--- src/core/tfc_pkg.sv ---
/*
 * constants of the thermal fan configuration block: register offsets,
 * field positions, values after reset and interrupt status layout.
 * assumes an 8-bit register port and 8-bit two's complement temperatures.
 */
`default_nettype none
package tfc_pkg;
   // register offsets on the 8-bit register port
   localparam logic [7:0] TFC_ADDR_CONFIG = 8'h03;
   localparam logic [7:0] TFC_ADDR_CONFIG_ALT = 8'h09;
   localparam logic [7:0] TFC_ADDR_ONE_SHOT = 8'h0F;
   localparam logic [7:0] TFC_ADDR_CRIT_LIMIT = 8'h19;
   localparam logic [7:0] TFC_ADDR_HIGH_SETPOINT = 8'h40;
   localparam logic [7:0] TFC_ADDR_LOW_SETPOINT = 8'h41;
   localparam logic [7:0] TFC_ADDR_FAN_CONTROL = 8'h42;
   localparam logic [7:0] TFC_ADDR_IRQ_STATUS = 8'h60;
   localparam logic [7:0] TFC_ADDR_IRQ_ENABLE = 8'h61;
   localparam logic [7:0] TFC_ADDR_IRQ_CLEAR = 8'h62;

   // device_configuration field positions
   localparam int TFC_CFG_ALERT_MASK = 7;
   localparam int TFC_CFG_HOLD = 6;
   localparam int TFC_CFG_FAN_OFF_IN_HOLD = 5;
   localparam int TFC_CFG_TACH_SELECT = 2;
   localparam int TFC_CFG_CRIT_UNLOCK = 1;
   localparam int TFC_CFG_FAULT_FILTER = 0;
   // bits that exist; 4:3 are unused and read as zero
   localparam logic [7:0] TFC_CFG_WRITABLE = 8'hE7;

   // fan_control field: modulation output polarity
   localparam int TFC_FAN_POLARITY = 0;

   // interrupt status layout
   localparam int TFC_IRQ_CONV_DONE = 0;
   localparam int TFC_IRQ_FAULT = 1;
   localparam int TFC_IRQ_CRIT = 2;
   localparam int TFC_IRQ_CRIT_WRITTEN = 3;
   localparam int TFC_IRQ_WIDTH = 4;

   // values after reset
   localparam logic [7:0] TFC_CONFIG_RESET = 8'h00;
   localparam logic [7:0] TFC_CRIT_LIMIT_RESET = 8'h55; // 85 degrees
   localparam logic [7:0] TFC_HIGH_SETPOINT_RESET = 8'h7F;
   localparam logic [7:0] TFC_LOW_SETPOINT_RESET = 8'h00;
   localparam logic [7:0] TFC_FAN_CONTROL_RESET = 8'h00;
   localparam logic [7:0] TFC_READ_ZERO = 8'h00;

   // consecutive out-of-limit results needed in filtered mode
   localparam logic [1:0] TFC_FAULT_COUNT = 2'h3;
endpackage
`default_nettype wire

--- src/core/tfc_config.sv ---
/*
 * device_configuration register bank of a remote diode temperature
 * monitor with fan control: alert masking, hold mode with single
 * conversions, fan output gating, shared alert/tach pin, one-time
 * critical limit reprogramming and the remote fault filter.
 * assumes a conversion engine outside that pulses conv_done with the
 * remote result, a fan waveform generator feeding fan_wave, and a
 * register port master that never issues read and write together.
 */
// Strobed register access was left to the implementer.
// Summary of operation
// config bit 7 set masks alerts and keeps the alert pin released.
// config bit 6 clear keeps conversions, comparisons and fan running.
// config bit 6 set enters hold; back-to-back conversions stop.
// in hold, any write to 0x0F starts one conversion and compare.
// bit 5 clear keeps the present fan waveform during hold.
// bit 5 set in hold forces fan output to polarity's disabled level.
// config bits 4 and 3 are unused and read as zero.
// bit 2 picks shared pin: 0 open-drain alert, 1 tach input.
// with pin as tach input, no alert is ever driven on it.
// critical limit comes out of power-up at 85 degrees.
// critical limit changes once, after bit 1 set, by writing 0x19.
// after one change, the critical limit rejects all further writes.
// bit 0 clear: any one remote result outside setpoints alerts.
// bit 0 set: alert only after three consecutive outside results.
// an in-range remote result restarts the consecutive count.
`timescale 1ns/1ps
`default_nettype none
module tfc_config (
   input wire logic clk,
   input wire logic rst_b,
   // register port
   input wire logic [7:0] reg_addr,
   input wire logic [7:0] reg_wdata,
   input wire logic reg_write,
   input wire logic reg_read,
   output logic [7:0] reg_rdata,
   // conversion engine
   input wire logic conv_done,
   input wire logic [7:0] remote_temp,
   output logic conv_run,
   output logic conv_single,
   // fan modulation
   input wire logic fan_wave,
   output logic fan_out,
   // shared alert / tach pin
   input wire logic alert_tach_in,
   output logic alert_tach_out,
   output logic alert_tach_oe,
   output logic tach_pulse_in,
   // status levels
   output logic crit_over,
   output logic irq
);
   import tfc_pkg::*;

   // signed compare, used for setpoints and the critical limit
   function automatic logic tfc_above(input logic [7:0] a,
                                       input logic [7:0] b);
      tfc_above = $signed(a) > $signed(b);
   endfunction

   logic [7:0] config_reg;
   logic [7:0] crit_limit;
   logic crit_locked;
   logic [7:0] high_setpoint;
   logic [7:0] low_setpoint;
   logic [7:0] fan_control;
   logic [TFC_IRQ_WIDTH-1:0] irq_status;
   logic [TFC_IRQ_WIDTH-1:0] irq_enable;
   logic fault;
   logic fault_seen;

   // address decode
   wire logic sel_config = (reg_addr == TFC_ADDR_CONFIG) ||
      (reg_addr == TFC_ADDR_CONFIG_ALT);
   wire logic sel_one_shot = reg_addr == TFC_ADDR_ONE_SHOT;
   wire logic sel_crit = reg_addr == TFC_ADDR_CRIT_LIMIT;
   wire logic sel_high = reg_addr == TFC_ADDR_HIGH_SETPOINT;
   wire logic sel_low = reg_addr == TFC_ADDR_LOW_SETPOINT;
   wire logic sel_fan = reg_addr == TFC_ADDR_FAN_CONTROL;
   wire logic sel_status = reg_addr == TFC_ADDR_IRQ_STATUS;
   wire logic sel_enable = reg_addr == TFC_ADDR_IRQ_ENABLE;
   wire logic sel_clear = reg_addr == TFC_ADDR_IRQ_CLEAR;

   // configuration fields
   wire logic alert_mask = config_reg[TFC_CFG_ALERT_MASK];
   wire logic hold_mode = config_reg[TFC_CFG_HOLD];
   wire logic fan_off_in_hold = config_reg[TFC_CFG_FAN_OFF_IN_HOLD];
   wire logic tach_select = config_reg[TFC_CFG_TACH_SELECT];
   wire logic crit_unlock = config_reg[TFC_CFG_CRIT_UNLOCK];
   wire logic filter_three = config_reg[TFC_CFG_FAULT_FILTER];
   wire logic fan_polarity = fan_control[TFC_FAN_POLARITY];

   // write strobes
   wire logic wr_config = reg_write && sel_config;
   wire logic wr_crit = reg_write && sel_crit;
   // the critical limit only takes a write when unlocked and never used
   wire logic crit_accept = wr_crit && crit_unlock && !crit_locked;
   wire logic one_shot_req = reg_write && sel_one_shot && hold_mode;
   wire logic wr_clear = reg_write && sel_clear;

   // remote result checks, valid in the cycle of conv_done
   wire logic out_of_limit = tfc_above(remote_temp, high_setpoint) ||
      tfc_above(low_setpoint, remote_temp);
   wire logic crit_hit = tfc_above(remote_temp, crit_limit);

   // interrupt events
   wire logic fault_rise = fault && !fault_seen;
   wire logic [TFC_IRQ_WIDTH-1:0] irq_events = {crit_accept,
      conv_done && crit_hit, fault_rise, conv_done};
   wire logic [TFC_IRQ_WIDTH-1:0] irq_clear_bits =
      wr_clear ? reg_wdata[TFC_IRQ_WIDTH-1:0] : '0;
   // an event in the clearing cycle survives the clear
   wire logic [TFC_IRQ_WIDTH-1:0] next_irq_status =
      (irq_status & ~irq_clear_bits) | irq_events;

   // pin and fan output decisions
   // alert is dropped when masked or when the pin listens to the fan tach
   wire logic next_alert_oe = fault && !alert_mask && !tach_select;
   // disabled level is the inactive level chosen by polarity
   wire logic fan_disabled_level = fan_polarity;
   wire logic next_fan_out = (hold_mode && fan_off_in_hold) ?
      fan_disabled_level : fan_wave;
   wire logic next_crit_over = conv_done ? crit_hit : crit_over;

   // read mux, unmapped offsets read as zero
   wire logic [7:0] next_rdata =
      sel_config ? (config_reg & TFC_CFG_WRITABLE) :
      sel_crit ? crit_limit :
      sel_high ? high_setpoint :
      sel_low ? low_setpoint :
      sel_fan ? fan_control :
      sel_status ? {{(8-TFC_IRQ_WIDTH){1'b0}}, irq_status} :
      sel_enable ? {{(8-TFC_IRQ_WIDTH){1'b0}}, irq_enable} :
      TFC_READ_ZERO;

   // configuration and setpoint registers
   always_ff @(posedge clk) begin
      if (!rst_b) begin
         config_reg <= TFC_CONFIG_RESET;
         high_setpoint <= TFC_HIGH_SETPOINT_RESET;
         low_setpoint <= TFC_LOW_SETPOINT_RESET;
         fan_control <= TFC_FAN_CONTROL_RESET;
         irq_enable <= '0;
      end else if (reg_write) begin
         if (sel_config) begin
            config_reg <= reg_wdata & TFC_CFG_WRITABLE;
         end
         if (sel_high) begin
            high_setpoint <= reg_wdata;
         end
         if (sel_low) begin
            low_setpoint <= reg_wdata;
         end
         if (sel_fan) begin
            fan_control <= reg_wdata;
         end
         if (sel_enable) begin
            irq_enable <= reg_wdata[TFC_IRQ_WIDTH-1:0];
         end
      end
   end

   // critical limit: reset value at power-up, one change, then frozen
   always_ff @(posedge clk) begin
      if (!rst_b) begin
         crit_limit <= TFC_CRIT_LIMIT_RESET;
         crit_locked <= 1'b0;
      end else if (crit_accept) begin
         crit_limit <= reg_wdata;
         crit_locked <= 1'b1;
      end
   end

   // conversion control: continuous unless held, single shots in hold
   always_ff @(posedge clk) begin
      if (!rst_b) begin
         conv_run <= 1'b1;
         conv_single <= 1'b0;
      end else begin
         conv_run <= !hold_mode;
         conv_single <= one_shot_req;
      end
   end

   // pins, fan output and status
   always_ff @(posedge clk) begin
      if (!rst_b) begin
         alert_tach_oe <= 1'b0;
         alert_tach_out <= 1'b0;
         tach_pulse_in <= 1'b0;
         fan_out <= 1'b0;
         crit_over <= 1'b0;
         fault_seen <= 1'b0;
      end else begin
         alert_tach_oe <= next_alert_oe;
         alert_tach_out <= 1'b0; // open drain only ever pulls low
         tach_pulse_in <= tach_select && alert_tach_in;
         fan_out <= next_fan_out;
         crit_over <= next_crit_over;
         fault_seen <= fault;
      end
   end

   // interrupt status, level irq and read data
   always_ff @(posedge clk) begin
      if (!rst_b) begin
         irq_status <= '0;
         irq <= 1'b0;
         reg_rdata <= TFC_READ_ZERO;
      end else begin
         irq_status <= next_irq_status;
         irq <= |(next_irq_status & irq_enable);
         reg_rdata <= reg_read ? next_rdata : TFC_READ_ZERO;
      end
   end

   // remote fault filter; it keeps counting even while alerts are masked
   tfc_fault_filter u_remote_fault_filter (
      .clk(clk),
      .rst_b(rst_b),
      .result_valid(conv_done),
      .out_of_limit(out_of_limit),
      .three_mode(filter_three),
      .fault(fault)
   );
endmodule // tfc_config
`default_nettype wire

--- src/core/tfc_fault_filter.sv ---
/*
 * remote_fault_filter: turns out-of-limit remote results into a fault
 * level, either on one result or on three consecutive ones.
 * assumes result_valid is a one-cycle pulse per remote conversion.
 */
`timescale 1ns/1ps
`default_nettype none
module tfc_fault_filter (
   input wire logic clk,
   input wire logic rst_b,
   input wire logic result_valid,
   input wire logic out_of_limit,
   input wire logic three_mode,
   output logic fault
);
   import tfc_pkg::*;

   logic [1:0] run_count;
   logic [1:0] next_run_count;
   logic next_fault;

   // saturating count of consecutive out-of-limit results
   assign next_run_count = !out_of_limit ? 2'h0 :
      (run_count == TFC_FAULT_COUNT) ? run_count : run_count + 2'h1;
   // single mode trips on one result, filtered mode needs three
   assign next_fault = three_mode ?
      (next_run_count == TFC_FAULT_COUNT) : out_of_limit;

   // fault only moves on a result, so it is a stable level between results
   always_ff @(posedge clk) begin
      if (!rst_b) begin
         run_count <= 2'h0;
         fault <= 1'b0;
      end else if (result_valid) begin
         run_count <= next_run_count;
         fault <= next_fault;
      end
   end
endmodule // tfc_fault_filter
`default_nettype wire

--- config.mk ---
export PLATFORM = sky130hd
export DESIGN_NAME = tfc_config
export DESIGN_NICKNAME = d
export VERILOG_FILES = /design/src/core/tfc_pkg.sv /design/src/core/tfc_config.sv /design/src/core/tfc_fault_filter.sv
export SDC_FILE = /design/constraint.sdc
export NUM_CORES = 1
export LEC_CHECK = 0
export ABC_CLOCK_PERIOD_IN_PS = 3500
export BUFFER_PORTS_ARGS = -buffer_cell sky130_fd_sc_hd__buf_4
export CAP_MARGIN = 30
export CORE_MARGIN = 5
export CORE_UTILIZATION = 40
export CTS_CLUSTER_DIAMETER = 120
export DETAILED_ROUTE_END_ITERATION = 8
export GPL_TIMING_DRIVEN = 0
export PLACE_DENSITY_LB_ADDON = 0.2
export SKIP_CTS_REPAIR_TIMING = 1
export SYNTH_ARGS = -nofsm -noshare
export SYNTH_HDL_FRONTEND = slang
export SYNTH_HIERARCHICAL = 1
export SYNTH_SLANG_ARGS = --single-unit
--- constraint.sdc ---
create_clock -name clk -period 3.5 [get_ports clk]
set_input_delay 0.35 -clock clk [delete_from_list [all_inputs] [get_ports clk]]
set_output_delay 0.35 -clock clk [all_outputs]
set_load 0.02 [all_outputs]
After elaboration in Yosys (flattened, before gate mapping)
Cells that the tools add are included.

storage, ports and cells
  register bits = 66
  input bits = 31
  output and inout port bits = 16
  logic and storage cells = 81

operators by class
  add/subtract/negate cells = 1
  order comparisons = 3
  eq/ne operators = 12
  muxes and demuxes = 12
  bitwise logic cells = 6
  reduce and logical (&&, ||, !) cells = 27

operator list
  cell                                                             count
  8-bit by 7-bit == test with 1-bit output, second input constant  6
  8-bit 2-to-1 mux                                                 5
  8-bit > comparator                                               3
  8-bit by 4-bit == test with 1-bit output, second input constant  2
  1-bit logical AND                                                12
  4-bit 2-to-1 mux                                                 3
  2-bit AND reduction                                              6
  4-bit AND                                                        2
  8-bit by 2-bit == test with 1-bit output, second input constant  1
  8-bit by 5-bit == test with 1-bit output, second input constant  1
  1-bit logical NOT                                                5
  2-bit == test, second input constant                             2
  2-bit 2-to-1 mux                                                 2
  4-bit inverter                                                   1
  4-bit bitwise OR                                                 1
  4-bit OR reduction                                               1
  3-bit OR reduction                                               1
  2-bit by 1-bit adder with 2-bit output, second input constant    1
  1-bit logical OR                                                 2
  1-bit 2-to-1 mux                                                 2
  1-bit inverter                                                   2

Logic depth before layout (Yosys ltp)
Gate-level depths: netlist of run 1.

  depth in word-level cells = 8
  depth in mapped cells = 10
  depth with buffers taken out = 10

Cells and area by module
The synthesis of run 1 kept the hierarchy.

modules (own cells, without submodules)
  module            instances  cells each  area an instance (µm²)  sequential area each (µm²)
  tfc_config        1          403         3,475.8                 1,261.2
  tfc_fault_filter  1          14          123.9                   60.1

Worst setup path after synthesis of run 1
OpenSTA, ideal clock, no wires.

  path kind = input port to flip-flop
  from = input port remote_temp[4]
  to = register u_remote_fault_filter.fault
  setup time = 115 ps
  arrival time = 1,950 ps
  setup slack = 1,436 ps
  stages = 9
  path buffers = 0
  cell sequence = inv_1 ha_1 a21o_1 a2111oi_0 a21oi_1 or3_1 nand2_1 o2bb2ai_1 and2_1

on the way
  word-level cells in the longest chain between the ends = 5
  elaborated cells on any way between the ends = 6

RTL lines
  item                  line                    RTL
  from (decl)           tfc_config.sv:40        input wire logic [7:0] remote_temp,
  8-bit > comparator    tfc_config.sv:60        tfc_above = $signed(a) > $signed(b);
  1-bit logical OR *    tfc_config.sv:104       wire logic out_of_limit = tfc_above(remote_temp, high_setpoint) ||
  via out_of_limit      tfc_config.sv:104
  2-bit 2-to-1 mux      tfc_fault_filter.sv:23  assign next_run_count = !out_of_limit ? 2'h0 :
  2-bit == test         tfc_fault_filter.sv:27  (next_run_count == TFC_FAULT_COUNT) : out_of_limit;
  1-bit 2-to-1 mux *    tfc_fault_filter.sv:26  assign next_fault = three_mode ?
  to (signal assigned)  tfc_fault_filter.sv:36  fault <= next_fault;
  to (decl)             tfc_fault_filter.sv:14  output logic fault

Mark *: on every way through the listed nets, which the timed path passes. The rest lies on a longest branch.
A chain may end at the register's enable or synchronous reset.

Worst setup path after layout of run 1
  from = register high_setpoint[4]
  to = register u_remote_fault_filter.run_count[0]

on the way
  word-level cells in the longest chain between the ends = 3

RTL lines
  item                    line                    RTL
  from (decl)             tfc_config.sv:66        logic [7:0] high_setpoint;
  from (signal assigned)  tfc_config.sv:151       high_setpoint <= reg_wdata;
  8-bit > comparator      tfc_config.sv:60
  1-bit logical OR        tfc_config.sv:104
  via out_of_limit        tfc_config.sv:104
  2-bit 2-to-1 mux        tfc_fault_filter.sv:23
  to (signal assigned)    tfc_fault_filter.sv:35  run_count <= next_run_count;
  to (decl)               tfc_fault_filter.sv:18  logic [1:0] run_count;

The timed path passes the listed nets, and every way through them passes these cells.

==> impl_results.md, run 1 <==
* Fmax at about 0.44 GHz
* Yosys top cell by area: dfxtp_1
* FF+latch count, synth at 66
* Hold Vio Cnt, Final at 0
* Startpoint types: flip-flop
* Htree depth at 3
* Clock Skew at 0.00695 ns
* Chip width at between 100 and 150 um
* Hold Crit Class: in -> reg
* Status: finished, final reports clean
* Post-detail-place hpwl at 8.40 mm
* Leak at 0.00168 uW
* Power, Total at ~1500 uW
* Vias in the first global route at between 3000 and 4000
* Synth Area in Simple Gates at 0.231
* Initial Utilization at 0.411
* Unique cell type count in the Yosys netlist at slightly above 60
* M1 GR Usage at 0.258
* Multi-input gate area at 2000 um2
* Setup CP Type: reg -> reg
* YS warnings at 6
* Area grow syn2layout at 17.5%
* Fill cell count at just under 900
* CTS clk-pin slew, worst paths at about 0.07 ns
* Adder-cell share of the synthesized area at 0.0834
* Crit path DAT at 2.53 ns
* Critical path required time at 3.75 ns
* Met2 Use GR at 0.316
* Power Dens Cells at 357 nW/um2
* Root buffer cell: clkbuf_8
* Syn_area_per_cell at 8.63 um2
* Final Max Tran Viols at 0
* Core box area at a little under 9000 um2
* Total of max-cap violations at 0
* Unrepaired setup endpoints after global routing: false
* Worst Tran Pin Value at 0.963 ns
* CP Max Fanout at 3
* Dominant synthesized flop cell: dfxtp_1
* Port-buffer cells at 43
* Post-synth EDFFs at 0
* Drt first-iter violations at 200
* Depth of the worst hold-timing path at 2
* Synthesized area at between 3000 and 4000 um2
* Diode count at 0
* Overall routing resource usage at 0.196
* Final setup TNS at 0 ns
* Sink Count at 66
* Routed Wire Length at roughly 11 mm
* Placer Congestion at 0.896
* CTS tree: built
* Drt first pass iters at 5
* Die area at about 11000 um2
* GRT met3 Usage at 0.0327
* Synth top area cells: dfxtp_1, ha_1, nand2_1
* Share of cells above drive strength 1 at 0.195
* FF+latch area at 1320 um2
* GR peak layer: met2
* Worst vdd ir at 0.000146 V
* Crit path time final at approximately 2.3 ns
* DRC Markers at 0
* # IOs at 47
* Clk_lat worst skew at 0.35 ns
* Main combinational cell family by area after synthesis: simple AND/OR/NAND/NOR gates
* Num CTS Buffers at 9
* Post-synthesis sequential area ratio at 0.367
* Top-count cell post-synth: dfxtp_1
* Post-synthesis compound-gate area fraction at 0.208
* Crit. End Element: flip-flop
* Vias per std cell at 5.79
* DIE HEIGHT at 105 um
* Final Net Count at 526
* Remaining antenna violation count at 0
* Wire length per cell at 18.6 um
* Initial antenna violation count at 0
* Normalized max-slew margin at 0.349
* Top post-synthesis cells by count: dfxtp_1, nand2_1, a21oi_1
* Syn_nets at around 470
* Vias at 3381
* Final period util at 0.652
* XOR/XNOR Fraction of Synth Area at 0.00243
* Mux contribution to synthesized area at 0.0309
* Largest net degree at the start of global routing at 12
* First-pass GRT wire length at around 17 mm
* Cell row count at 34
* Clock Path Buffers at 2
* Cells after Synth at 417
* Setup-failing EPs final at 0
* Async S/R FF share, synth at 0
* R2R cell count at 9
* Grt total ovfl at 0
* Area share of the largest cell type after synthesis at 0.367
[cells in the final DEF (no fill, tap or decap), types with 5 or more instances in the layout]
master / Yosys / final
dfxtp_1: 66 / 66
nand2_1: 55 / 55
buf_4: 3 / 46
a21oi_1: 38 / 38
inv_1: 31 / 31
nand3_1: 25 / 25
ha_1: 24 / 24
nor2_1: 20 / 20
o21ai_0: 12 / 12
mux2i_1: 10 / 10
clkbuf_8: 0 / 10
clkbuf_1: 8 / 9
o211ai_1: 8 / 8
a22oi_1: 7 / 7
and2_1: 6 / 6
nor2b_1: 5 / 5
buf_6: 5 / 5
buf_2: 5 / 5
nand2b_1: 5 / 5
[routing by layer]
metal | vias to the layer above | routed length, um | share of wire
met5 | - | 34 | 0.0031
met3 | 36 | 826 | 0.076
met4 | 2 | 396 | 0.036
met2 | 157 | 4970 | 0.46
met1 | 1579 | 4640 | 0.43
li1 | 1607 | - | -
[area by class of cell]
type | count | share of cell area
Inverter | 32 | 0.0284
Timing Repair Buffer | 43 | 0.0763
Sequential cell | 66 | 0.312
Multi-Input combinational cell | 297 | 0.474
Buffer | 22 | 0.0364
Tap cell | 108 | 0.0320
Clock buffer | 11 | 0.0334
Clock inverter | 5 | 0.00710
[path summary, 6_finish.rpt]
| kind | startpoint | slack, ns | endpoint |
|---|---|---|---|
| min reg2reg | fan_control[4] | 0.46 | fan_control[4] |
| min | conv_done | 0.22 | crit_over |
| max reg2reg | high_setpoint[4] | 1.22 | u_remote_fault_filter/run_count[0] |
| max | high_setpoint[4] | 1.22 | u_remote_fault_filter/run_count[0] |
[where the power goes]
part | leakage, uW | internal [uW] | total (uW) | switching (uW)
Clock | 0.0000851 | 273 | 578 | 305
Combinational | 0.00106 | 66.1 | 166 | 99.9
Sequential | 0.000534 | 759 | 765 | 5.36
Total | 0.00168 | 1100 | 1510 | 410
[worst max-delay path: stages, from the launching register on]
cell,delay [ns]
dfxtp_1,0.33
inv_1,0.08
ha_1,0.31
a21o_1,0.18
a2111oi_0,0.39
a21oi_1,0.11
or3_1,0.43
nand2_1,0.13
o2bb2ai_1,0.07
and2_1,0.15
[metrics by stage]
step / hold slack [ns] / cells / utilization / instance area [um2] / setup slack [ns]
6_report: 0.217 / 584 / 0.483 / 4230 / 1.22
3_5_place_dp: 0.448 / 568 / 0.463 / 4060 / 1.10
4_1_cts: 0.211 / 584 / 0.483 / 4230 / 1.19
5_1_grt: 0.222 / 584 / 0.483 / 4230 / 1.05
2_1_floorplan: 0.415 / 417 / - / 3600 / 1.44
3_3_place_gp: 0.443 / 568 / 0.463 / 4060 / 1.15
[cell families after synthesis]
kind of cell	Yosys count
muxes	11
buffers and inverters	54
DFF	66
AOI/OAI and AO/OA	107
xor gates and xnor gates	1
other	1
and+or+nand+nor	153
adders and majority gates	24
Note: power is estimated with default switching activity, not from simulation.
==> inputs of run 2 (changes only) <==
--- a/config.mk
+++ b/config.mk
@@ -5,7 +5,7 @@
 export SDC_FILE = /design/constraint.sdc
 export NUM_CORES = 1
 export LEC_CHECK = 0
-export ABC_CLOCK_PERIOD_IN_PS = 3500
+export ABC_CLOCK_PERIOD_IN_PS = 2400
 export BUFFER_PORTS_ARGS = -buffer_cell sky130_fd_sc_hd__buf_4
 export CAP_MARGIN = 30
 export CORE_MARGIN = 5
==> constraint.sdc (replaced) <==
create_clock -name clk -period 2.4 [get_ports clk]
set_input_delay 0.24 -clock clk [delete_from_list [all_inputs] [get_ports clk]]
set_output_delay 0.24 -clock clk [all_outputs]
set_load 0.02 [all_outputs]
==> run 2 against run 1 <==
Against the previous run: global-route usage is the same; via count shrank 0.68%; highest routed layer is now met4; final area grew 0.30%; sequential share of layout area shrank 0.092 points; die area is the same; clock skew is essentially flat; first-iteration DRC count grew 38%; power grew 46%; cell count is the same; clock-buffer cell count is the same; combinational power grew 47%.
==> impl_results.md, run 2 (synthesis gave the netlist of run 1 again) <==
* Overall routing resource usage at 0.196 (unchanged)
* Routed Wire Length at 10.9 mm (about the same)
* CP Max Fanout at 3 (unchanged)
* Power, Total at 2200 uW (was 1510 uW)
* Unrepaired setup endpoints after global routing: false (unchanged)
* Max incr delay on CP at 0.41 ns (was 0.43 ns)
* Diode count at 0 (unchanged)
* Clock Skew at 0.00716 ns (was 0.00695 ns)
* Sink Count at 66 (unchanged)
* Grt total ovfl at 0 (unchanged)
* DIE HEIGHT at 105 um (unchanged)
* Clk_lat worst skew at 0.35 ns (about the same)
* Total of max-cap violations at 0 (unchanged)
* Crit path DAT at 2.52 ns (was 2.53 ns)
* Normalized max-slew margin at 0.371 (was 0.349)
* First-pass GRT wire length at 16.9 mm (unchanged)
* Area grow syn2layout at 17.8% (was 17.5%)
* Leak at 0.00168 uW (about the same)
* Clock Path Buffers at 2 (unchanged)
* Final period util at 0.945 (was 0.652)
* Post-detail-place hpwl at 8.40 mm (unchanged)
* Initial Utilization at 0.411 (unchanged)
* CP cell instances: inv_1 -> ha_1 -> a21o_1 -> a2111oi_1 -> a21oi_1 -> or3_4 -> nand2_1 -> o2bb2ai_1 -> and2_1 (was inv_1 -> ha_1 -> a21o_1 -> a2111oi_0 -> a21oi_1 -> or3_1 -> nand2_1 -> o2bb2ai_1 -> and2_1)
* Cell row count at 34 (unchanged)
* Commonest cells after routing, fill and taps aside: dfxtp_1, nand2_1, buf_4 (unchanged)
* Setup CP Type: reg -> reg (unchanged)
* Final instance area at 4240 um2 (was 4230 um2)
* Vias per std cell at 5.75 (was 5.79)
* Initial antenna violation count at 0 (unchanged)
* DRC Markers at 0 (unchanged)
* CP max stage cell: or3_4 (was or3_1)
* Drt first pass iters at 5 (unchanged)
* Placement Cell Area at 4060 um2 (unchanged)
* Final Net Count at 526 (unchanged)
* Drt first-iter violations at 276 (was 200)
* Root buffer cell: clkbuf_8 (unchanged)
* Fmax at 0.441 GHz (was 0.438 GHz)
* Num CTS Buffers at 9 (unchanged)
* Crit. End Element: flip-flop (unchanged)
* Critical path required time at 2.66 ns (was 3.75 ns)
* Vias in the first global route at 3262 (unchanged)
* CP bufs+invs at 1 (unchanged)
* Hold Crit Class: in -> reg (unchanged)
* Core box area at 8760 um2 (unchanged)
* Wire length per cell at 18.6 um (about the same)
* Remaining antenna violation count at 0 (unchanged)
* Placer Congestion at 0.896 (unchanged)
* CTS clk-pin slew, worst paths at 0.08 ns (was 0.07 ns)
* Chip width at 105 um (unchanged)
* Share of cells above drive strength 1 at 0.200 (was 0.195)
* Htree depth at 3 (unchanged)
* Worst vdd ir at 0.000214 V (was 0.000146 V)
* Die area at 11000 um2 (unchanged)
* Crit path time final at 2.27 ns (was 2.28 ns)
* Fill cell count at 878 (was 882)
* Hold Vio Cnt, Final at 0 (unchanged)
* Post-Place Cells at 568 (unchanged)
* Startpoint types: flip-flop (unchanged)
* Crit-path leading delay family: compound AO/OA/AOI/OAI gates (unchanged)
* Final setup TNS at 0 ns (unchanged)
* # IOs at 47 (unchanged)
* Flop2flop setup slack at 0.13 ns (was 1.22 ns)
* Final Max Tran Viols at 0 (unchanged)
* Status: finished, final reports clean (unchanged)
* CTS tree: built (unchanged)
* Final Non-Filler Cells at 584 (unchanged)
* Vias at 3358 (was 3381)
* Power Dens Cells at 519 nW/um2 (was 357 nW/um2)
* Port-buffer cells at 43 (unchanged)
* Setup-failing EPs final at 0 (unchanged)
* Largest net degree at the start of global routing at 12 (unchanged)
* Commonest non-fill, non-tap cell in the layout: dfxtp_1 (unchanged)
* Worst Tran Pin Value at 0.931 ns (was 0.963 ns)
run 2: changes by cell type in the layout (fill, tap and decap cells not counted):
cell,delta
or3_4,+1
a2111oi_2,+1
a2111oi_0,-2
or3_1,-1
a2111oi_1,+1
run 2: where the power goes:
part	internal [uW]	switching, uW	total, uW
clock	397	444	841
sequential	1110	7.94	1120
combinational	97.8	146	244
run 2: stage by stage:
stage,worst slack (ns),util,hold WS [ns]
finish,0.132,0.484,0.103
CTS,0.0905,0.483,0.101
global route,0.0361,0.484,0.112
floorplan,0.346,-,0.330
detailed placement,0.0951,0.463,0.448
global placement,0.149,0.463,0.443
run 2: area by class of cell:
type                       count  area (um2)  share of cell area
timing repair buffer          43         323              0.0761
multi-input combinational    297        2020               0.476
clock inverter                 5        30.0             0.00708
buffer                        22         154              0.0363
clock buffer                  11         141              0.0333
sequential                    66        1320               0.312
tap                          108         135              0.0319
inverter                      32         120              0.0283
run 2: path summary, 6_finish.rpt:
path / start / endpoint / cells past startpoint
min reg2reg: fan_control[3] / fan_control[3] / 2
max: high_setpoint[4] / u_remote_fault_filter/run_count[0] / 9
max reg2reg: high_setpoint[4] / u_remote_fault_filter/run_count[0] / 9
min: conv_done / crit_over / 2
run 2: metal layers:
metal | share of wire | vias to the layer above | GRT usage
met3 | 0.069 | 29 | 0.0327
met5 | 0 | - | 0
met2 | 0.46 | 137 | 0.316
li1 | - | 1606 | -
met1 | 0.44 | 1586 | 0.258
met4 | 0.034 | 0 | 0.0849
==> inputs of run 3 (changes only) <==
--- a/config.mk
+++ b/config.mk
@@ -14,6 +14,7 @@
 export DETAILED_ROUTE_END_ITERATION = 8
 export GPL_TIMING_DRIVEN = 0
 export PLACE_DENSITY_LB_ADDON = 0.2
+export REMOVE_ABC_BUFFERS = 1
 export SKIP_CTS_REPAIR_TIMING = 1
 export SYNTH_ARGS = -nofsm -noshare
 export SYNTH_HDL_FRONTEND = slang
==> run 3 against run 2 <==
Against the previous run: routed wire length fell by 8.4%; power grew 0.33%; critical path depth fell by 3; non-clock buffer count shrank 17; maximum frequency increased by 2.6%; critical endpoint is now low_setpoint[2].
==> impl_results.md, run 3 (synthesis gave the netlist of run 1 again) <==
* Setup CP Type: in -> reg (was reg -> reg)
* Remaining antenna violation count at 0 (unchanged)
* Largest net degree at the start of global routing at 31 (was 12)
* Total of max-cap violations at 0 (unchanged)
* Switching Share at 0.249 (was 0.272)
* Initial Utilization at 0.411 (unchanged)
* Clock Path Buffers at 2 (unchanged)
* Normalized max-slew margin at 0.359 (was 0.371)
* Chip width at 105 um (unchanged)
* Commonest cells after routing, fill and taps aside: dfxtp_1, nand2_1, buf_4 (unchanged)
* Worst vdd ir at 0.000378 V (was 0.000214 V)
* Num CTS Buffers at 9 (unchanged)
* # IOs at 47 (unchanged)
* Commonest non-fill, non-tap cell in the layout: dfxtp_1 (unchanged)
* Grt total ovfl at 0 (unchanged)
* Post-Place Cells at 550 (was 568)
* Placement Cell Area at 3950 um2 (was 4060 um2)
* Port-buffer cells at 45 (was 43)
* Diode count at 0 (unchanged)
* Vias per std cell at 5.66 (was 5.75)
* CTS tree: built (unchanged)
* Drt first-iter violations at 218 (was 276)
* Overall routing resource usage at 0.182 (was 0.196)
* Setup-failing EPs final at 0 (unchanged)
* M1 GR Usage at 0.241 (was 0.258)
* Vias at 3208 (was 3358)
* Crit. End Element: flip-flop (unchanged)
* First-pass GRT wire length at 16.1 mm (was 16.9 mm)
* Crit path time final at 2.21 ns (was 2.27 ns)
* Root buffer cell: clkbuf_8 (unchanged)
* Worst Tran Pin Value at 0.952 ns (was 0.931 ns)
* Core box area at 8760 um2 (unchanged)
* Wire length per cell at 17.6 um (was 18.6 um)
* Hold Crit Class: in -> reg (unchanged)
* Sw power at 549 uW (was 598 uW)
* Worst slack, placed at -0.121 ns (was 0.0951 ns)
* Hold Vio Cnt, Final at 0 (unchanged)
* Final Non-Filler Cells at 567 (was 584)
* Sequential power share at 0.505 (was 0.507)
* DRC Markers at 0 (unchanged)
* GR peak layer: met2 (unchanged)
* DIE HEIGHT at 105 um (unchanged)
* Clk_lat worst skew at 0.34 ns (was 0.35 ns)
* Power, Total at 2210 uW (was 2200 uW)
* Final period util at 0.921 (was 0.945)
* Die area at 11000 um2 (unchanged)
* Unrepaired setup endpoints after global routing: false (unchanged)
* Routed Wire Length at 9.97 mm (was 10.9 mm)
* Power Dens Cells at 532 nW/um2 (was 519 nW/um2)
* Final WS setup at 0.190 ns (was 0.132 ns)
* Combinational power share at 0.105 (was 0.111)
* Final Max Tran Viols at 0 (unchanged)
* Final instance area at 4150 um2 (was 4240 um2)
* Placer Congestion at 0.859 (was 0.896)
* Htree depth at 3 (unchanged)
* Critical path required time at 2.61 ns (was 2.66 ns)
* Cell row count at 34 (unchanged)
* CP Max Fanout at 13 (was 3)
* Met2 Use GR at 0.290 (was 0.316)
* GRT met3 Usage at 0.0536 (was 0.0327)
* Initial antenna violation count at 1 (was 0)
* CTS clk-pin slew, worst paths at 0.07 ns (was 0.08 ns)
* Clock Skew at 0.00761 ns (was 0.00716 ns)
* Clk pwr share at 0.390 (was 0.382)
* Area grow syn2layout at 15.4% (was 17.8%)
* Final Net Count at 509 (was 526)
* Leak at 0.00164 uW (was 0.00168 uW)
* Final setup TNS at 0 ns (unchanged)
* Status: finished, final reports clean (unchanged)
* Share of cells above drive strength 1 at 0.185 (was 0.200)
* Sink Count at 66 (unchanged)
* Int Pwr at 1660 uW (was 1600 uW)
* Crit path DAT at 2.42 ns (was 2.52 ns)
* Vias in the first global route at 3085 (was 3262)
* Drt first pass iters at 5 (unchanged)
* Post-detail-place hpwl at 7.47 mm (was 8.40 mm)
* Startpoint types: input port (was flip-flop)
* Fmax at 0.453 GHz (was 0.441 GHz)
run 3: cell types whose count changed in the layout (fill, tap and decap cells not counted), sizes merged:
cell	before	now
buf	57	47
clkinv	4	3
clkbuf	19	15
clkinvlp	2	0
run 3: area by class of cell:
type	count	area (um2)
Fill cell	869	4610
Multi-Input combinational cell	297	2020
Sequential cell	66	1320
Timing Repair Buffer	48	378
Clock buffer	14	173
Tap cell	108	135
Inverter	32	120
Clock inverter	2	10.0
run 3: final timing paths:
path	from	to	slack, ns	cells past startpoint
worst max-delay path	reg_addr[4]	low_setpoint[2]	0.19	6
worst min register to register	fan_control[2]	fan_control[2]	0.46	2
worst min-delay path	conv_done	crit_over	0.12	2
worst max register to register	high_setpoint[4]	u_remote_fault_filter/fault	0.20	9
run 3: through the flow:
step                      hold slack (ns)   util
after floorplan                     0.302      -
after global placement              0.440  0.447
after detailed placement            0.453  0.451
after CTS                           0.114  0.472
after global routing                0.129  0.474
final                               0.121  0.474
run 3: power by group through the flow:
stage / Clock [uW] / Combinational (uW) / Sequential (uW)
2_1_floorplan: 0 / 98.0 / 1140
3_3_place_gp: 0 / 219 / 1140
3_5_place_dp: 0 / 228 / 1140
4_1_cts: 874 / 229 / 1120
5_1_grt: 919 / 256 / 1120
6_report: 860 / 232 / 1120
run 3: critical path, cell delays in order:
cell	delay, ns
buf_4	0.15
or3b_1	0.68
nor3_2	0.75
nand2_1	0.37
nand2_1	0.15
a21oi_1	0.07
run 3: layer usage:
| layer | up-vias | share of wire |
|---|---|---|
| met5 | - | 0.0013 |
| met4 | 2 | 0.020 |
| met3 | 17 | 0.072 |
| met2 | 108 | 0.46 |
| met1 | 1497 | 0.44 |
| li1 | 1584 | - |
